`src/acif_pkg.sv`:
```
// constants for the audio clock and interface configuration registers
package acif_pkg;
   // register addresses seen on the serial control port
   localparam logic [7:0] ACIF_ADDR_CLK_SRC  = 8'h08;
   localparam logic [7:0] ACIF_ADDR_IFACE    = 8'h09;
   localparam logic [7:0] ACIF_ADDR_PWR_PIN  = 8'h0A;
   // reset values
   localparam logic [7:0] ACIF_RST_CLK_SRC   = 8'h00;
   localparam logic [7:0] ACIF_RST_IFACE     = 8'h00;
   localparam logic [7:0] ACIF_RST_PWR_PIN   = 8'h00;
   // writable bits; reserved bits always store zero
   localparam logic [7:0] ACIF_MASK_CLK_SRC  = 8'h7F;
   localparam logic [7:0] ACIF_MASK_IFACE    = 8'h3F;
   localparam logic [7:0] ACIF_MASK_PWR_PIN  = 8'hBF;
   // clock_source_select fields
   localparam int CS_PLL_REF   = 0;
   localparam int CS_HALVE     = 1;
   localparam int CS_AUDIO_SEL = 2;
   localparam int CS_VOICE_SEL = 3;
   localparam int CS_PLL_PD    = 4;
   localparam int CS_QDIV_LO   = 5;
   localparam int CS_QDIV_HI   = 6;
   // interface_format fields
   localparam int IF_COMPANDED = 0;
   localparam int IF_ALAW      = 1;
   localparam int IF_VMASTER   = 2;
   localparam int IF_LONG      = 3;
   localparam int IF_SMASTER   = 4;
   localparam int IF_WORD32    = 5;
   // power_and_pin_config fields
   localparam int PP_ZX_BYPASS = 0;
   localparam int PP_DLY_LO    = 1;
   localparam int PP_DLY_HI    = 2;
   localparam int PP_PIN_LO    = 3;
   localparam int PP_PIN_HI    = 5;
   localparam int PP_DITHER    = 7;
   // voice clock divide values indexed by the two-bit field
   localparam logic [3:0] ACIF_QDIV_0 = 4'hC;
   localparam logic [3:0] ACIF_QDIV_1 = 4'h8;
   localparam logic [3:0] ACIF_QDIV_2 = 4'h6;
   localparam logic [3:0] ACIF_QDIV_3 = 4'h4;
   // serial control word
   localparam logic [4:0] ACIF_SPI_BITS = 5'h10;
   // voice and stereo word formats
   localparam int ACIF_VOICE_LIN_BITS  = 16;
   localparam int ACIF_VOICE_COMP_BITS = 8;
   localparam int ACIF_STEREO_USED     = 18;
   // turn-on delays, quoted at the reference audio clock
   localparam int ACIF_REF_CLK_KHZ = 12288;
   localparam int ACIF_DLY_SHORT_MS = 25;
   localparam int ACIF_DLY_MED_MS   = 100;
   localparam int ACIF_DLY_LONG_MS  = 200;
   localparam int ACIF_DLY_TEST_MS  = 1;
   localparam int ACIF_DLY_SHORT_TICKS = ACIF_DLY_SHORT_MS * ACIF_REF_CLK_KHZ;
   localparam int ACIF_DLY_MED_TICKS   = ACIF_DLY_MED_MS * ACIF_REF_CLK_KHZ;
   localparam int ACIF_DLY_LONG_TICKS  = ACIF_DLY_LONG_MS * ACIF_REF_CLK_KHZ;
   localparam int ACIF_DLY_TEST_TICKS  = ACIF_DLY_TEST_MS * ACIF_REF_CLK_KHZ;
   // multi-use pin functions
   typedef enum logic [2:0] {
      ACIF_PIN_HP      = 3'b000,
      ACIF_PIN_VCLK    = 3'b001,
      ACIF_PIN_DATA    = 3'b010,
      ACIF_PIN_EXT_SPK = 3'b011,
      ACIF_PIN_VADC    = 3'b100,
      ACIF_PIN_VDAC    = 3'b101,
      ACIF_PIN_LDAC    = 3'b110,
      ACIF_PIN_RDAC    = 3'b111
   } acif_pin_t;
endpackage

```
`src/acif_div.sv`:
```
// divides a stream of source-clock ticks into an even-ratio clock
`timescale 1ns/1ps
module acif_div #(
   parameter int W = 4
) (
   input  wire logic         clk,       // system clock
   input  wire logic         arst_n,    // async reset, active low
   input  wire logic         src_tick,  // one pulse per source rising edge
   input  wire logic [W-1:0] divisor,   // even divide ratio
   output logic              clk_out    // divided clock, registered
);
   logic [W-1:0] cnt_reg;
   logic [W-1:0] half;

   assign half = divisor >> 1;

   // toggle every half ratio of source ticks; a changed ratio applies at once to the count in progress
   always_ff @(posedge clk or negedge arst_n) begin
      if (!arst_n) begin
         cnt_reg <= '0;
         clk_out <= 1'b0;
      end else if (src_tick) begin
         if (cnt_reg >= half - W'(1)) begin
            cnt_reg <= '0;
            clk_out <= ~clk_out;
         end else begin
            cnt_reg <= cnt_reg + W'(1);
         end
      end
   end
endmodule

```
`src/acif_regs.sv`:
```
// audio clock, serial port format and power/pin configuration registers
`timescale 1ns/1ps
module acif_regs
   import acif_pkg::*;
#(
   parameter logic [23:0] DLY_SHORT_TICKS = 24'(acif_pkg::ACIF_DLY_SHORT_TICKS),
   parameter logic [23:0] DLY_MED_TICKS   = 24'(acif_pkg::ACIF_DLY_MED_TICKS),
   parameter logic [23:0] DLY_LONG_TICKS  = 24'(acif_pkg::ACIF_DLY_LONG_TICKS),
   parameter logic [23:0] DLY_TEST_TICKS  = 24'(acif_pkg::ACIF_DLY_TEST_TICKS)
) (
   input  wire logic       clk,                      // system clock, 50 MHz
   input  wire logic       arst_n,                   // async reset, active low
   input  wire logic       spi_sck,                  // control port clock
   input  wire logic       spi_sdi,                  // control port data, msb first
   input  wire logic       spi_enb_n,                // control port enable, active low
   input  wire logic       mclk_in,                  // master clock pin, sampled
   input  wire logic       bclk_in,                  // stereo port bit clock, sampled
   input  wire logic       pll_clk_in,               // pll output, sampled
   input  wire logic       voice_codec_enable,       // voice codec powered
   input  wire logic       powerup_req,              // start of turn-on sequence
   input  wire logic       headphone_present,        // headphone sense
   input  wire logic       gpio_data_value,          // general data for the pin
   input  wire logic       external_speaker_enable,  // external amp enable
   input  wire logic       voice_adc_serial_out,     // voice adc serial data
   input  wire logic       voice_dac_serial_out,     // voice dac serial data
   input  wire logic       left_dac_serial_out,      // left dac serial data
   input  wire logic       right_dac_serial_out,     // right dac serial data
   output logic            pll_ref_clk,              // selected pll reference
   output logic            pll_powerdown,            // pll off
   output logic            audio_clk,                // audio dac clock
   output logic            voice_clk,                // voice codec clock
   output logic            voice_companded,          // voice data companded
   output logic            companding_law_select,    // 1 a-law, 0 mu-law
   output logic            voice_port_master,        // voice port drives clock/sync
   output logic            voice_long_frame,         // long frame sync
   output logic [4:0]      voice_word_bits,          // active voice bits per sync
   output logic            stereo_port_master,       // stereo port master
   output logic            stereo_word_32,           // 32-bit stereo words
   output logic [4:0]      stereo_used_bits,         // stereo bits passed on
   output logic            zero_cross_bypass,        // changes skip zero crossing
   output logic            turnon_done,              // turn-on delay elapsed
   output logic            class_d_dither,           // class-d modulator dither
   output logic            gpio_out                  // multi-use pin level
);
   import acif_pkg::*;

   logic [7:0]  clk_src_reg;
   logic [7:0]  iface_reg;
   logic [7:0]  pwr_pin_reg;
   logic        sck_prev_reg;
   logic        enb_prev_reg;
   logic [15:0] shift_reg;
   logic [4:0]  bit_cnt_reg;
   logic        wr_stb;
   logic [7:0]  wr_addr;
   logic [7:0]  wr_data;
   logic        mclk_prev_reg;
   logic        pll_prev_reg;
   logic        mclk_half_reg;
   logic        mclk_rise;
   logic        mclk_eff;
   logic        mclk_eff_tick;
   logic        pll_tick;
   logic        audio_tick;
   logic        voice_tick;
   logic [3:0]  qdiv;
   logic        voice_div_clk;
   logic [23:0] dly_cnt_reg;
   logic        pwr_req_prev_reg;
   logic        dly_run_reg;
   acif_pin_t   pin_sel;
   logic        pin_level;

   // serial control word: 16 bits on rising sck while enable is low, extra bits dropped
   always_ff @(posedge clk or negedge arst_n) begin
      if (!arst_n) begin
         sck_prev_reg <= 1'b0;
         enb_prev_reg <= 1'b1;
         shift_reg    <= 16'h0000;
         bit_cnt_reg  <= 5'h00;
      end else begin
         sck_prev_reg <= spi_sck;
         enb_prev_reg <= spi_enb_n;
         if (spi_enb_n) begin
            bit_cnt_reg <= 5'h00;
         end else if (spi_sck && !sck_prev_reg && bit_cnt_reg < ACIF_SPI_BITS) begin
            shift_reg   <= {shift_reg[14:0], spi_sdi};
            bit_cnt_reg <= bit_cnt_reg + 5'h01;
         end
      end
   end

   // a word is latched only when enable rises after all 16 bits; a short word is aborted
   assign wr_stb  = spi_enb_n && !enb_prev_reg && (bit_cnt_reg == ACIF_SPI_BITS);
   assign wr_addr = shift_reg[15:8];
   assign wr_data = shift_reg[7:0];

   // register writes; reserved bits are masked so they always read back as zero
   always_ff @(posedge clk or negedge arst_n) begin
      if (!arst_n) begin
         clk_src_reg <= ACIF_RST_CLK_SRC;
         iface_reg   <= ACIF_RST_IFACE;
         pwr_pin_reg <= ACIF_RST_PWR_PIN;
      end else if (wr_stb) begin
         if (wr_addr == ACIF_ADDR_CLK_SRC) begin
            clk_src_reg <= wr_data & ACIF_MASK_CLK_SRC;
         end
         if (wr_addr == ACIF_ADDR_IFACE) begin
            iface_reg <= wr_data & ACIF_MASK_IFACE;
         end
         if (wr_addr == ACIF_ADDR_PWR_PIN) begin
            pwr_pin_reg <= wr_data & ACIF_MASK_PWR_PIN;
         end
      end
   end

   // clock pin edge tracking; pins are slow next to clk so one sample is enough
   always_ff @(posedge clk or negedge arst_n) begin
      if (!arst_n) begin
         mclk_prev_reg <= 1'b0;
         pll_prev_reg  <= 1'b0;
         mclk_half_reg <= 1'b0;
      end else begin
         mclk_prev_reg <= mclk_in;
         pll_prev_reg  <= pll_clk_in;
         if (mclk_rise) begin
            mclk_half_reg <= ~mclk_half_reg;
         end
      end
   end

   assign mclk_rise     = mclk_in && !mclk_prev_reg;
   // halving path: the master clock is divided before anything else uses it
   assign mclk_eff      = clk_src_reg[CS_HALVE] ? mclk_half_reg : mclk_in;
   assign mclk_eff_tick = mclk_rise && (!clk_src_reg[CS_HALVE] || !mclk_half_reg);
   // a powered-down pll delivers no edges
   assign pll_tick      = pll_clk_in && !pll_prev_reg && !clk_src_reg[CS_PLL_PD];
   assign audio_tick    = clk_src_reg[CS_AUDIO_SEL] ? mclk_eff_tick : pll_tick;
   assign voice_tick    = clk_src_reg[CS_VOICE_SEL] ? mclk_eff_tick : pll_tick;

   // voice divide ratio from the two-bit field
   always_comb begin
      unique case (clk_src_reg[CS_QDIV_HI:CS_QDIV_LO])
         2'b00: qdiv = ACIF_QDIV_0;
         2'b01: qdiv = ACIF_QDIV_1;
         2'b10: qdiv = ACIF_QDIV_2;
         2'b11: qdiv = ACIF_QDIV_3;
      endcase
   end

   // voice codec clock: 12.288 MHz over 12 gives 128 times 8 kHz
   acif_div #(
      .W        (4)
   ) u_voice_div (
      .clk      (clk),
      .arst_n   (arst_n),
      .src_tick (voice_tick),
      .divisor  (qdiv),
      .clk_out  (voice_div_clk)
   );

   // clock outputs; the dac takes the pll or master clock per the audio select bit, voice a divided clock
   always_ff @(posedge clk or negedge arst_n) begin
      if (!arst_n) begin
         pll_ref_clk   <= 1'b0;
         pll_powerdown <= 1'b0;
         audio_clk     <= 1'b0;
         voice_clk     <= 1'b0;
      end else begin
         pll_ref_clk   <= clk_src_reg[CS_PLL_REF] ? bclk_in : mclk_eff;
         pll_powerdown <= clk_src_reg[CS_PLL_PD];
         audio_clk     <= clk_src_reg[CS_AUDIO_SEL] ? mclk_eff
                                                    : (pll_clk_in && !clk_src_reg[CS_PLL_PD]);
         voice_clk     <= voice_div_clk;
      end
   end

   // serial port formats
   always_ff @(posedge clk or negedge arst_n) begin
      if (!arst_n) begin
         voice_companded       <= 1'b0;
         companding_law_select <= 1'b0;
         voice_port_master     <= 1'b0;
         voice_long_frame      <= 1'b0;
         voice_word_bits       <= 5'(ACIF_VOICE_LIN_BITS);
         stereo_port_master    <= 1'b0;
         stereo_word_32        <= 1'b0;
         stereo_used_bits      <= 5'(ACIF_VOICE_LIN_BITS);
      end else begin
         voice_companded       <= iface_reg[IF_COMPANDED];
         companding_law_select <= iface_reg[IF_ALAW];
         voice_port_master     <= iface_reg[IF_VMASTER];
         voice_long_frame      <= iface_reg[IF_LONG];
         voice_word_bits       <= iface_reg[IF_COMPANDED] ? 5'(ACIF_VOICE_COMP_BITS)
                                                          : 5'(ACIF_VOICE_LIN_BITS);
         stereo_port_master    <= iface_reg[IF_SMASTER];
         stereo_word_32        <= iface_reg[IF_WORD32];
         stereo_used_bits      <= iface_reg[IF_WORD32] ? 5'(ACIF_STEREO_USED)
                                                       : 5'(ACIF_VOICE_LIN_BITS);
      end
   end

   // turn-on delay counts audio clock ticks, so it scales inversely with that clock
   always_ff @(posedge clk or negedge arst_n) begin
      if (!arst_n) begin
         pwr_req_prev_reg <= 1'b0;
         dly_run_reg      <= 1'b0;
         dly_cnt_reg      <= 24'h000000;
         turnon_done      <= 1'b0;
      end else begin
         pwr_req_prev_reg <= powerup_req;
         if (!powerup_req) begin
            dly_run_reg <= 1'b0;
            turnon_done <= 1'b0;
         end else if (!pwr_req_prev_reg) begin
            dly_run_reg <= 1'b1;
            turnon_done <= 1'b0;
            unique case (pwr_pin_reg[PP_DLY_HI:PP_DLY_LO])
               2'b00: dly_cnt_reg <= DLY_SHORT_TICKS;
               2'b01: dly_cnt_reg <= DLY_MED_TICKS;
               2'b10: dly_cnt_reg <= DLY_LONG_TICKS;
               2'b11: dly_cnt_reg <= DLY_TEST_TICKS;
            endcase
         end else if (dly_run_reg && audio_tick) begin
            if (dly_cnt_reg <= 24'h000001) begin
               dly_run_reg <= 1'b0;
               turnon_done <= 1'b1;
            end else begin
               dly_cnt_reg <= dly_cnt_reg - 24'h000001;
            end
         end
      end
   end

   // multi-use pin source; voice clock only appears while the codec is enabled
   assign pin_sel = acif_pin_t'(pwr_pin_reg[PP_PIN_HI:PP_PIN_LO]);
   always_comb begin
      unique case (pin_sel)
         ACIF_PIN_HP:      pin_level = headphone_present;
         ACIF_PIN_VCLK:    pin_level = voice_div_clk && voice_codec_enable;
         ACIF_PIN_DATA:    pin_level = gpio_data_value;
         ACIF_PIN_EXT_SPK: pin_level = external_speaker_enable;
         ACIF_PIN_VADC:    pin_level = voice_adc_serial_out;
         ACIF_PIN_VDAC:    pin_level = voice_dac_serial_out;
         ACIF_PIN_LDAC:    pin_level = left_dac_serial_out;
         ACIF_PIN_RDAC:    pin_level = right_dac_serial_out;
      endcase
   end

   // power and pin outputs
   always_ff @(posedge clk or negedge arst_n) begin
      if (!arst_n) begin
         zero_cross_bypass <= 1'b0;
         class_d_dither    <= 1'b0;
         gpio_out          <= 1'b0;
      end else begin
         zero_cross_bypass <= pwr_pin_reg[PP_ZX_BYPASS];
         class_d_dither    <= pwr_pin_reg[PP_DITHER];
         gpio_out          <= pin_level;
      end
   end

   // checks on the registers and driven outputs
   AST_CLK_WRITE: assert property (@(posedge clk) disable iff (!arst_n)
      (wr_stb && wr_addr == ACIF_ADDR_CLK_SRC) |=> clk_src_reg == (($past(wr_data)) & ACIF_MASK_CLK_SRC))
      else $error("clock source register did not take the write");
   AST_RSVD_ZERO: assert property (@(posedge clk) disable iff (!arst_n)
      !clk_src_reg[7] && iface_reg[7:6] == 2'b00 && !pwr_pin_reg[6])
      else $error("reserved bit stored a one");
   AST_PLL_PD: assert property (@(posedge clk) disable iff (!arst_n)
      clk_src_reg[CS_PLL_PD] |-> !pll_tick ##1 pll_powerdown)
      else $error("pll not powered down");
   AST_VOICE_DIV: assert property (@(posedge clk) disable iff (!arst_n)
      !voice_tick |=> $stable(voice_div_clk))
      else $error("voice clock moved without a source tick");
   AST_VCLK_GATE: assert property (@(posedge clk) disable iff (!arst_n)
      (pin_sel == ACIF_PIN_VCLK && !voice_codec_enable) |=> !gpio_out)
      else $error("voice clock on pin while codec disabled");
   AST_WORD_LEN: assert property (@(posedge clk) disable iff (!arst_n)
      iface_reg[IF_WORD32] ##1 iface_reg[IF_WORD32] |-> stereo_used_bits == 5'(ACIF_STEREO_USED))
      else $error("stereo used bits wrong in 32-bit mode");
   AST_REF_SEL: assert property (@(posedge clk) disable iff (!arst_n)
      clk_src_reg[CS_PLL_REF] |=> pll_ref_clk == $past(bclk_in))
      else $error("pll reference not taken from bit clock");
   AST_HALVE: assert property (@(posedge clk) disable iff (!arst_n)
      (clk_src_reg[CS_HALVE] && !clk_src_reg[CS_PLL_REF]) |=> pll_ref_clk == $past(mclk_half_reg))
      else $error("pll reference not taken from halved master clock");
   AST_SHORT_ABORT: assert property (@(posedge clk) disable iff (!arst_n)
      (spi_enb_n && !enb_prev_reg && bit_cnt_reg != ACIF_SPI_BITS) |=> $stable(iface_reg))
      else $error("short control word changed a register");
endmodule

```
`config.mk`:
```
export PLATFORM = sky130hd
export DESIGN_NAME = acif_regs
export DESIGN_NICKNAME = d
export VERILOG_FILES = /design/src/acif_pkg.sv /design/src/acif_div.sv /design/src/acif_regs.sv
export SDC_FILE = /design/constraint.sdc
export NUM_CORES = 1
export LEC_CHECK = 0
export ABC_AREA = 1
export BUFFER_PORTS_ARGS = -buffer_cell sky130_fd_sc_hd__buf_2
export CAP_MARGIN = 10
export CORE_MARGIN = 5
export CORE_UTILIZATION = 50
export DETAILED_ROUTE_END_ITERATION = 7
export GPL_TIMING_DRIVEN = 0
export PLACE_DENSITY = 0.68
export SKIP_CTS_REPAIR_TIMING = 1
export SYNTH_ARGS = -nofsm -noshare
export SYNTH_HDL_FRONTEND = slang
export SYNTH_SLANG_ARGS = --single-unit
```
`constraint.sdc`:
```
create_clock -name clk -period 2.57 [get_ports clk]
set_clock_uncertainty 0.1 [all_clocks]
set_input_delay 0.257 -clock clk [delete_from_list [all_inputs] [get_ports clk]]
set_output_delay 0.257 -clock clk [all_outputs]
set_load 0.005 [all_outputs]
```
# After elaboration in Yosys (flattened, before gate mapping)
# Index checks and enable logic that the tools add are counted.
[op_classes]
muxes = 24
n_eq_ne = 21
n_div = 0
order_cmp = 3
shifts = 0
n_addsub = 4
bitwise_logic = 3
reduce_logical = 30
n_mul = 0
[op_table]
columns = ["op", "count"]
rows = [
  ["$pmux 24 s4", 1],
  ["$mux 24", 3],
  ["$eq 8x4->1 const B", 3],
  ["$le 24x1->1 const B", 1],
  ["$sub 24x1->24 const B", 1],
  ["$pmux 4 s4", 1],
  ["$mux 5", 3],
  ["$mux 1", 13],
  ["$eq 3x3->1 const B", 4],
  ["$reduce_and 2->1", 6],
  ["$logic_and 1x1->1", 11],
  ["$eq 2x2->1 const B", 4],
  ["$pmux 1 s8", 1],
  ["$logic_not 1->1", 7],
  ["$eq 3x2->1 const B", 2],
  ["$ne 3x2->1 const B", 2],
  ["$add 5x1->5 const B", 1],
  ["$eq 5x5->1 const B", 1],
  ["$lt 5x5->1 const B", 1],
  ["$add 4x1->4 const B", 1],
  ["$eq 2x1->1 const B", 2],
  ["$ge 4x4->1", 1],
  ["$logic_not 2->1", 2],
  ["$mux 4", 1],
  ["other kinds (10)", 12],
]
[totals]
word_cells = 116
latchBits = 0
romBits = 0
inputBits = 17
register_bits = 101
ramBits = 0
memories = 0

# Depth between registers and ports, before layout
# Gate-level depths: netlist (run 1).
[depth]
ltp_word = 8
ltp_mapped = 12
ltp_nobuf = 11

# By module
# Synthesis (run 1) repeated with hierarchy kept, for this count alone.
[hier_totals]
hier_cells = 561
hier_area_um2 = 4610.7
[modules_own_cells]
columns = ["module", "seq_area_each_um2", "cells_each", "n_inst", "area_per_inst_um2"]
rows = [
  ["acif_regs", 2179.6, 515, 1, 4241.6],
  ["acif_div", 125.1, 46, 1, 369.1],
]

# Worst setup path after synthesis (run 1)
# OpenSTA, ideal clock, no wires.
[synth_path]
path_kind = "register to register"
from = "register dly_cnt_reg[0]"
to = "register dly_cnt_reg[19]"
setup_time_ps = 117
n_path_buf = 2
path_stages_with_launch = 12
arrival_ps = 1605
slack_ps = 749
path_cell_list = "dfrtp_1 inv_1 ha_1 clkbuf_1 o21ai_0 nor2_1 nand2_2 nand2_4 a21oi_4 buf_2 nand2_1 nand2_1"
[synth_via]
elab_chain_len = 4
word_cells_on_any_way = 7
classes_between = "1 x add/sub; 1 x order compare; 1 x eq/ne; 3 x mux; 1 x reduce/logical"
[synth_lines]
columns = ["element", "line", "rtl"]
rows = [
  ["from (decl)", "acif_regs.sv:68", "logic [23:0] dly_cnt_reg;"],
  ["from (signal assigned)", "acif_regs.sv:229", "dly_cnt_reg <= dly_cnt_reg - 24'h000001;"],
  ["$sub 24x1->24", "acif_regs.sv:229", ""],
  ["$mux 24", "acif_regs.sv:225", "if (dly_cnt_reg <= 24'h000001) begin"],
  ["$mux 24", "acif_regs.sv:224", "end else if (dly_run_reg && audio_tick) begin"],
  ["$mux 24", "acif_regs.sv:215", "end else if (!pwr_req_prev_reg) begin"],
]
# Several ways; a longest one is shown, not always the timed one. The select of a mux whose other input is x is not followed.
# A chain may end at the register's enable or synchronous reset.

# Worst setup path in the final report (run 1)
[layout_path]
from = "register dly_cnt_reg[0]"
to = "register dly_cnt_reg[21]"
# Same word-level chain as after synthesis.

==> results.cfg, run 1 <==
[outcome]
status = complete, no violations

[placement]
dp.cells = 724
dp_hpwl_um = 7100
numPortBuffers = 33
dpl-instance-area_um2 = 4960
gp_congestion = 0.861

[power_and_ir_drop]
p_leak_nw = 2.74
peakVddDrop_uv = 405
comb_power_share_pct = 27.8
p_per_area_nw_per_um2 = 712
seq_power_share_pct = 48.1
fin_total_pwr_mw = 3.70
switchingPower_mw = 1.37
clockPowerShare_pct = 24.1
p_sw_share_pct = 36.9
p_int_mw = 2.33

[timing]
maxSlewHeadroom_pct = 64.5
worst_pin_slew_ns = 0.527
rsz0062_at_grt = false
finalSetupViolCount = 0
finalSetupTns_ns = 0
fmax_mhz = 457
maxSlewViolCount = 0
fin_crit_ns = 2.19
holdWs_ns = 0.00335
final_hold_viol_count = 0
finalCritPeriodShare_pct = 85.2

[cells_and_area]
largest_reg_flops = 24
fin_nets = 662
areaGrowthSynthToFinish_pct = 12.8
multi_input_comb_area_um2 = 1950
final_cells = 746
register_area_um2 = 2300
final_area_um2 = 5200
antenna_cells = 0
fill_cells = 847
layout-drive-gt1-share_pct = 11.7

[critical_path]
path_cells = inv_1 > ha_1 > clkbuf_1 > o21ai_0 > nor2_1 > nand2_2 > nand2_4 > a21oi_4 > buf_2 > nand2_1 > nand2_1
cp-end-kind = flip-flop
crit_type = reg2reg
r2r_end = dly_cnt_reg[21]
cp.required_ns = 2.72
critPathBufInv = 3
crit_top_cell = nand2_1
cp_data_arrival_time_ns = 2.34
cp_max_fo = 10
crit_family = buffers and inverters
cp-start-kind = flip-flop
r2r_slack_ns = 0.38
slowest_stage = dfrtp_1
rr_worst_depth = 11
max_stage_delay_ns = 0.42
r2r-start = dly_cnt_reg[0]
cp.depth = 11

[synthesis]
ys_types = 32
synth_top_cell_area_share_pct = 48.9
synth_common_cells = 185 x nand2_1, 90 x dfrtp_1, 63 x inv_1
synth_top_family_by_area = simple AND/OR/NAND/NOR gates
yosysMostFrequentCell = nand2_1
synth_xor_area_share_pct = 3.42
synth_area_per_cell_um2 = 8.04
synth_fa_ha_area_share_pct = 4.07
synth_edf_count = 0
ys_seq_area_share_pct = 50.0
synthArstFlopShare_pct = 100
ys_warn_count = 0
yosys.area_share.simple_pct = 27.2
yosys.area.top_type = dfrtp_1
ys_ff_latch = 92
synth_area_leaders = dfrtp_1 49%, nand2_1 15%, inv_1 5.1%
synthMuxAreaShare_pct = 0.244
synth_compound_area_share_pct = 6.71
synth-main-ff-cell = dfrtp_1
syn_inst = 573
syn_area_um2 = 4610

[floorplanning]
fp.dieW_um = 106
die_h_um = 106
rows = 35
die-area_um2 = 11200
pin_count = 41
start_util_pct = 50.6
core-area_um2 = 9110

[global_route]
grt_max_degree = 64
antenna_found_initial = 0
grt_remaining_overflow = 0
grt_util_all_layers_pct = 18.6
first_global_vias = 3840
grt_pass1_wl_um = 17100

[flow_run]
maxCapViolCount = 0

[clocking]
cts_tree = done
root_buffer = clkbuf_8
htreeDepth = 3
cts.sinks = 92
insertion_delay_ns = 0.36
clk_pin_slew_ns = 0.10
clk_path_buf_depth = 2
cts_made_buffers = 9

[worst_hold_path]
hold_end = shift_reg[0]
min_from = spi_sdi
hold_path_class = in2reg
holdPathStages = 3

[routing]
drt_iter0_drc = 216
drc = 0
wl_um = 9690
post_drt_wl_per_cell_um = 13.0
ant_nets = 0
dr.pass1.iters = 4
avgViaCountPerCell = 4.97
via_count = 3711
## layout by cell type (no fill, tap or decap), types with 2 or more instances in the layout
cell type / count
nand2_4: 3
xor2_1: 13
nand4_1: 16
buf_2: 34
clkbuf_8: 9
dfstp_2: 2
buf_4: 10
ha_1: 15
o21ai_0: 45
clkbuf_1: 9
dlygate4sd3_1: 6
dfrtp_1: 90
nor2_1: 62
nand2_1: 185
nand3_1: 29
clkinvlp_4: 5
conb_1: 8
xnor2_1: 5
buf_6: 2
a21oi_1: 6
or2_2: 2
inv_1: 63
## layer usage
metal | share of wire, % | track usage, % | routed length, µm
met2 | 49 | 31.7 | 4740
met5 | 0 | 0 | 0
met1 | 46 | 23.3 | 4420
met3 | 4.1 | 4.80 | 397
met4 | 1.3 | 5.74 | 128
## tightest hold or removal path, delay by kind of cell
kind,cells,cell delay [ns]
AOI/OAI and AO/OA,1,0.06
buffers and inverters,1,0.07
and+or+nand+nor,1,0.04
## power groups by stage
stage               registers [mW]  logic (mW)  clock network [mW]
detailed placement            1.81        1.01                   0
CTS                           1.78        1.02               0.915
finish                        1.78        1.03               0.891
global placement              1.80       0.975                   0
floorplan                     1.77       0.764                   0
global route                  1.81        1.19               0.979
## cells by family after synthesis
group           count (synthesis)
compound gates                 57
xor+xnor                       18
fa+ha+maj                      15
buf+inv                        86
flops                          92
mux                             1
other cells                     2
simple gates                  302
## final cells by class
| type | instances | area share [%] |
|---|---|---|
| Inverter | 63 | 4.55 |
| Buffer | 23 | 2.65 |
| Clock inverter | 7 | 0.987 |
| Timing Repair Buffer | 40 | 4.91 |
| Clock buffer | 9 | 2.38 |
| Tap cell | 111 | 2.67 |
| Sequential cell | 92 | 44.3 |
| Multi-Input combinational cell | 401 | 37.5 |
## how the worst max path moves through the flow
stage / startpoint / endpoint / slack, ns
after floorplan: dly_cnt_reg[0] / dly_cnt_reg[19] / 0.75
after global placement: arst_n / shift_reg[13] / 0.31
after detailed placement: dly_cnt_reg[0] / dly_cnt_reg[22] / 0.39
after CTS: dly_cnt_reg[0] / dly_cnt_reg[19] / 0.36
after global routing: dly_cnt_reg[0] / dly_cnt_reg[18] / 0.13
final: dly_cnt_reg[0] / dly_cnt_reg[21] / 0.38
## per-stage QoR
step	utilization [%]	setup slack [ns]
after floorplan	-	0.749
final	57.1	0.380
after global routing	57.1	0.129
after global placement	54.1	0.309
after detailed placement	54.5	0.395
after CTS	56.4	0.361
Power figures use the tool's default switching activity.
==> run 2: changes to the inputs <==
Settings changed: BUFFER_PORTS_ARGS -buffer_cell sky130_fd_sc_hd__buf_2 to unset, CORE_UTILIZATION 50 to 60, DONT_BUFFER_PORTS set to 1, PLACE_DENSITY 0.68 to 0.75.
==> results.cfg, run 2 (same netlist as run 1, synthesis figures left out) <==
[power_and_ir_drop]
p_leak_nw = 2.63
peakVddDrop_uv = 440
p_per_area_nw_per_um2 = 758

[cells_and_area]
layout-drive-gt1-share_pct = 6.79
largest_reg_flops = 24
antenna_cells = 0
fin_nets = 631
final_cell_mix = 185 x nand2_1, 90 x dfrtp_1, 63 x inv_1, 62 x nor2_1, 45 x o21ai_0
areaGrowthSynthToFinish_pct = 10.3
final_cells = 706
final_util_pct = 66.8
final_common_cell = nand2_1

[routing]
ant_nets = 0
post_drt_wl_per_cell_um = 13.6
wl_um = 9630
drt_iter0_drc = 126
drc = 0
avgViaCountPerCell = 5.24
via_count = 3702
dr.pass1.iters = 4

[floorplanning]
rows = 32
core-area_um2 = 7610
die_h_um = 97.6
fp.dieW_um = 97.6
start_util_pct = 60.5
die-area_um2 = 9530
pin_count = 41

[global_route]
antenna_found_initial = 0
met1_usage_pct = 26.1
grtUsageMet2_pct = 36.2
grt_util_all_layers_pct = 21.0
grt_pass1_wl_um = 16300
first_global_vias = 3610
grt_max_degree = 93
busiest_layer = met2
grt_remaining_overflow = 0
grtUsageMet3_pct = 5.10

[worst_hold_path]
hold_end = shift_reg[12]
hold_path_class = in2reg
holdPathStages = 3
min_from = spi_enb_n

[timing]
final_hold_viol_count = 0
maxSlewViolCount = 0
finalSetupTns_ns = 0
fin_crit_ns = 2.26
setup_slack_ns = 0.312
finalCritPeriodShare_pct = 87.9
holdWs_ns = 0.0299
finalSetupViolCount = 0
fmax_mhz = 443
maxSlewHeadroom_pct = 65.5
rsz0062_at_grt = false
worst_pin_slew_ns = 0.518

[clocking]
htreeDepth = 3
clk_pin_slew_ns = 0.11
insertion_delay_ns = 0.37
root_buffer = clkbuf_8
cts.sinks = 92
clk_path_buf_depth = 2
cts_tree = done
cts_made_buffers = 9

[critical_path]
cp_data_arrival_time_ns = 2.42
r2r-start = dly_cnt_reg[0]
cp-end-kind = flip-flop
r2r_slack_ns = 0.31
r2r_end = dly_cnt_reg[5]
cp-start-kind = flip-flop
rr_worst_depth = 11
cp.required_ns = 2.73
cp_max_fo = 10
crit_type = reg2reg

[placement]
place_ws_ns = 0.368
dp_hpwl_um = 6710
dp.cells = 681
numPortBuffers = 0
gp_congestion = 0.950

[outcome]
status = complete, no violations

[flow_run]
maxCapViolCount = 0
[run 2: changes by cell type in the layout (fill, tap and decap cells not counted), sizes merged]
cell         delta
buf            -33
bufinv          +1
clkinv          +2
clkinvlp        -5
dlygate4sd3     +2
inv             +2
[run 2: worst max path at each step]
stage / start / endpoint
2_1_floorplan: dly_cnt_reg[0] / dly_cnt_reg[19]
3_3_place_gp: dly_cnt_reg[0] / dly_cnt_reg[21]
3_5_place_dp: dly_cnt_reg[0] / dly_cnt_reg[21]
4_1_cts: dly_cnt_reg[0] / dly_cnt_reg[21]
5_1_grt: dly_cnt_reg[0] / dly_cnt_reg[15]
6_report: dly_cnt_reg[0] / dly_cnt_reg[5]
[run 2: stage by stage]
step / total power [mW] / area [µm²]
floorplan: 2.54 / 4630
global placement: 2.73 / 4760
detailed placement: 2.77 / 4760
CTS: 3.81 / 4970
global route: 4.11 / 5080
finish: 3.85 / 5080
[run 2: area by class of cell]
cell class	count	area, µm²
fillers	623	2530
flip-flops and latches	92	2300
multi-input cells	401	1950
inverters	63	236
plain buffers	23	138
well taps	102	128
clock buffers	9	124
repair buffers	9	108
clock inverters	7	92.6
[run 2: per-layer routing]
layer  wire length [µm]  vias up
met5                  0        -
met4                126        0
met3                371       13
met2               4930       73
met1               4190     1785
li1                   -     1831
[run 2: worst max-delay path: stages (launching register included)]
cell      delay (ns)
dfrtp_1         0.41
inv_1           0.12
ha_1            0.15
clkbuf_1        0.29
o21ai_0         0.16
nor2_1          0.24
nand2_2         0.12
nand2_4         0.11
a21oi_4         0.09
buf_2           0.20
nand2_1         0.09
nand2_1         0.05
[run 2: where the power goes]
group | total [mW] | switching, mW | internal [mW]
registers | 1.79 | 0.166 | 1.62
logic | 1.02 | 0.671 | 0.348
clock network | 1.04 | 0.568 | 0.475
total | 3.85 | 1.40 | 2.45
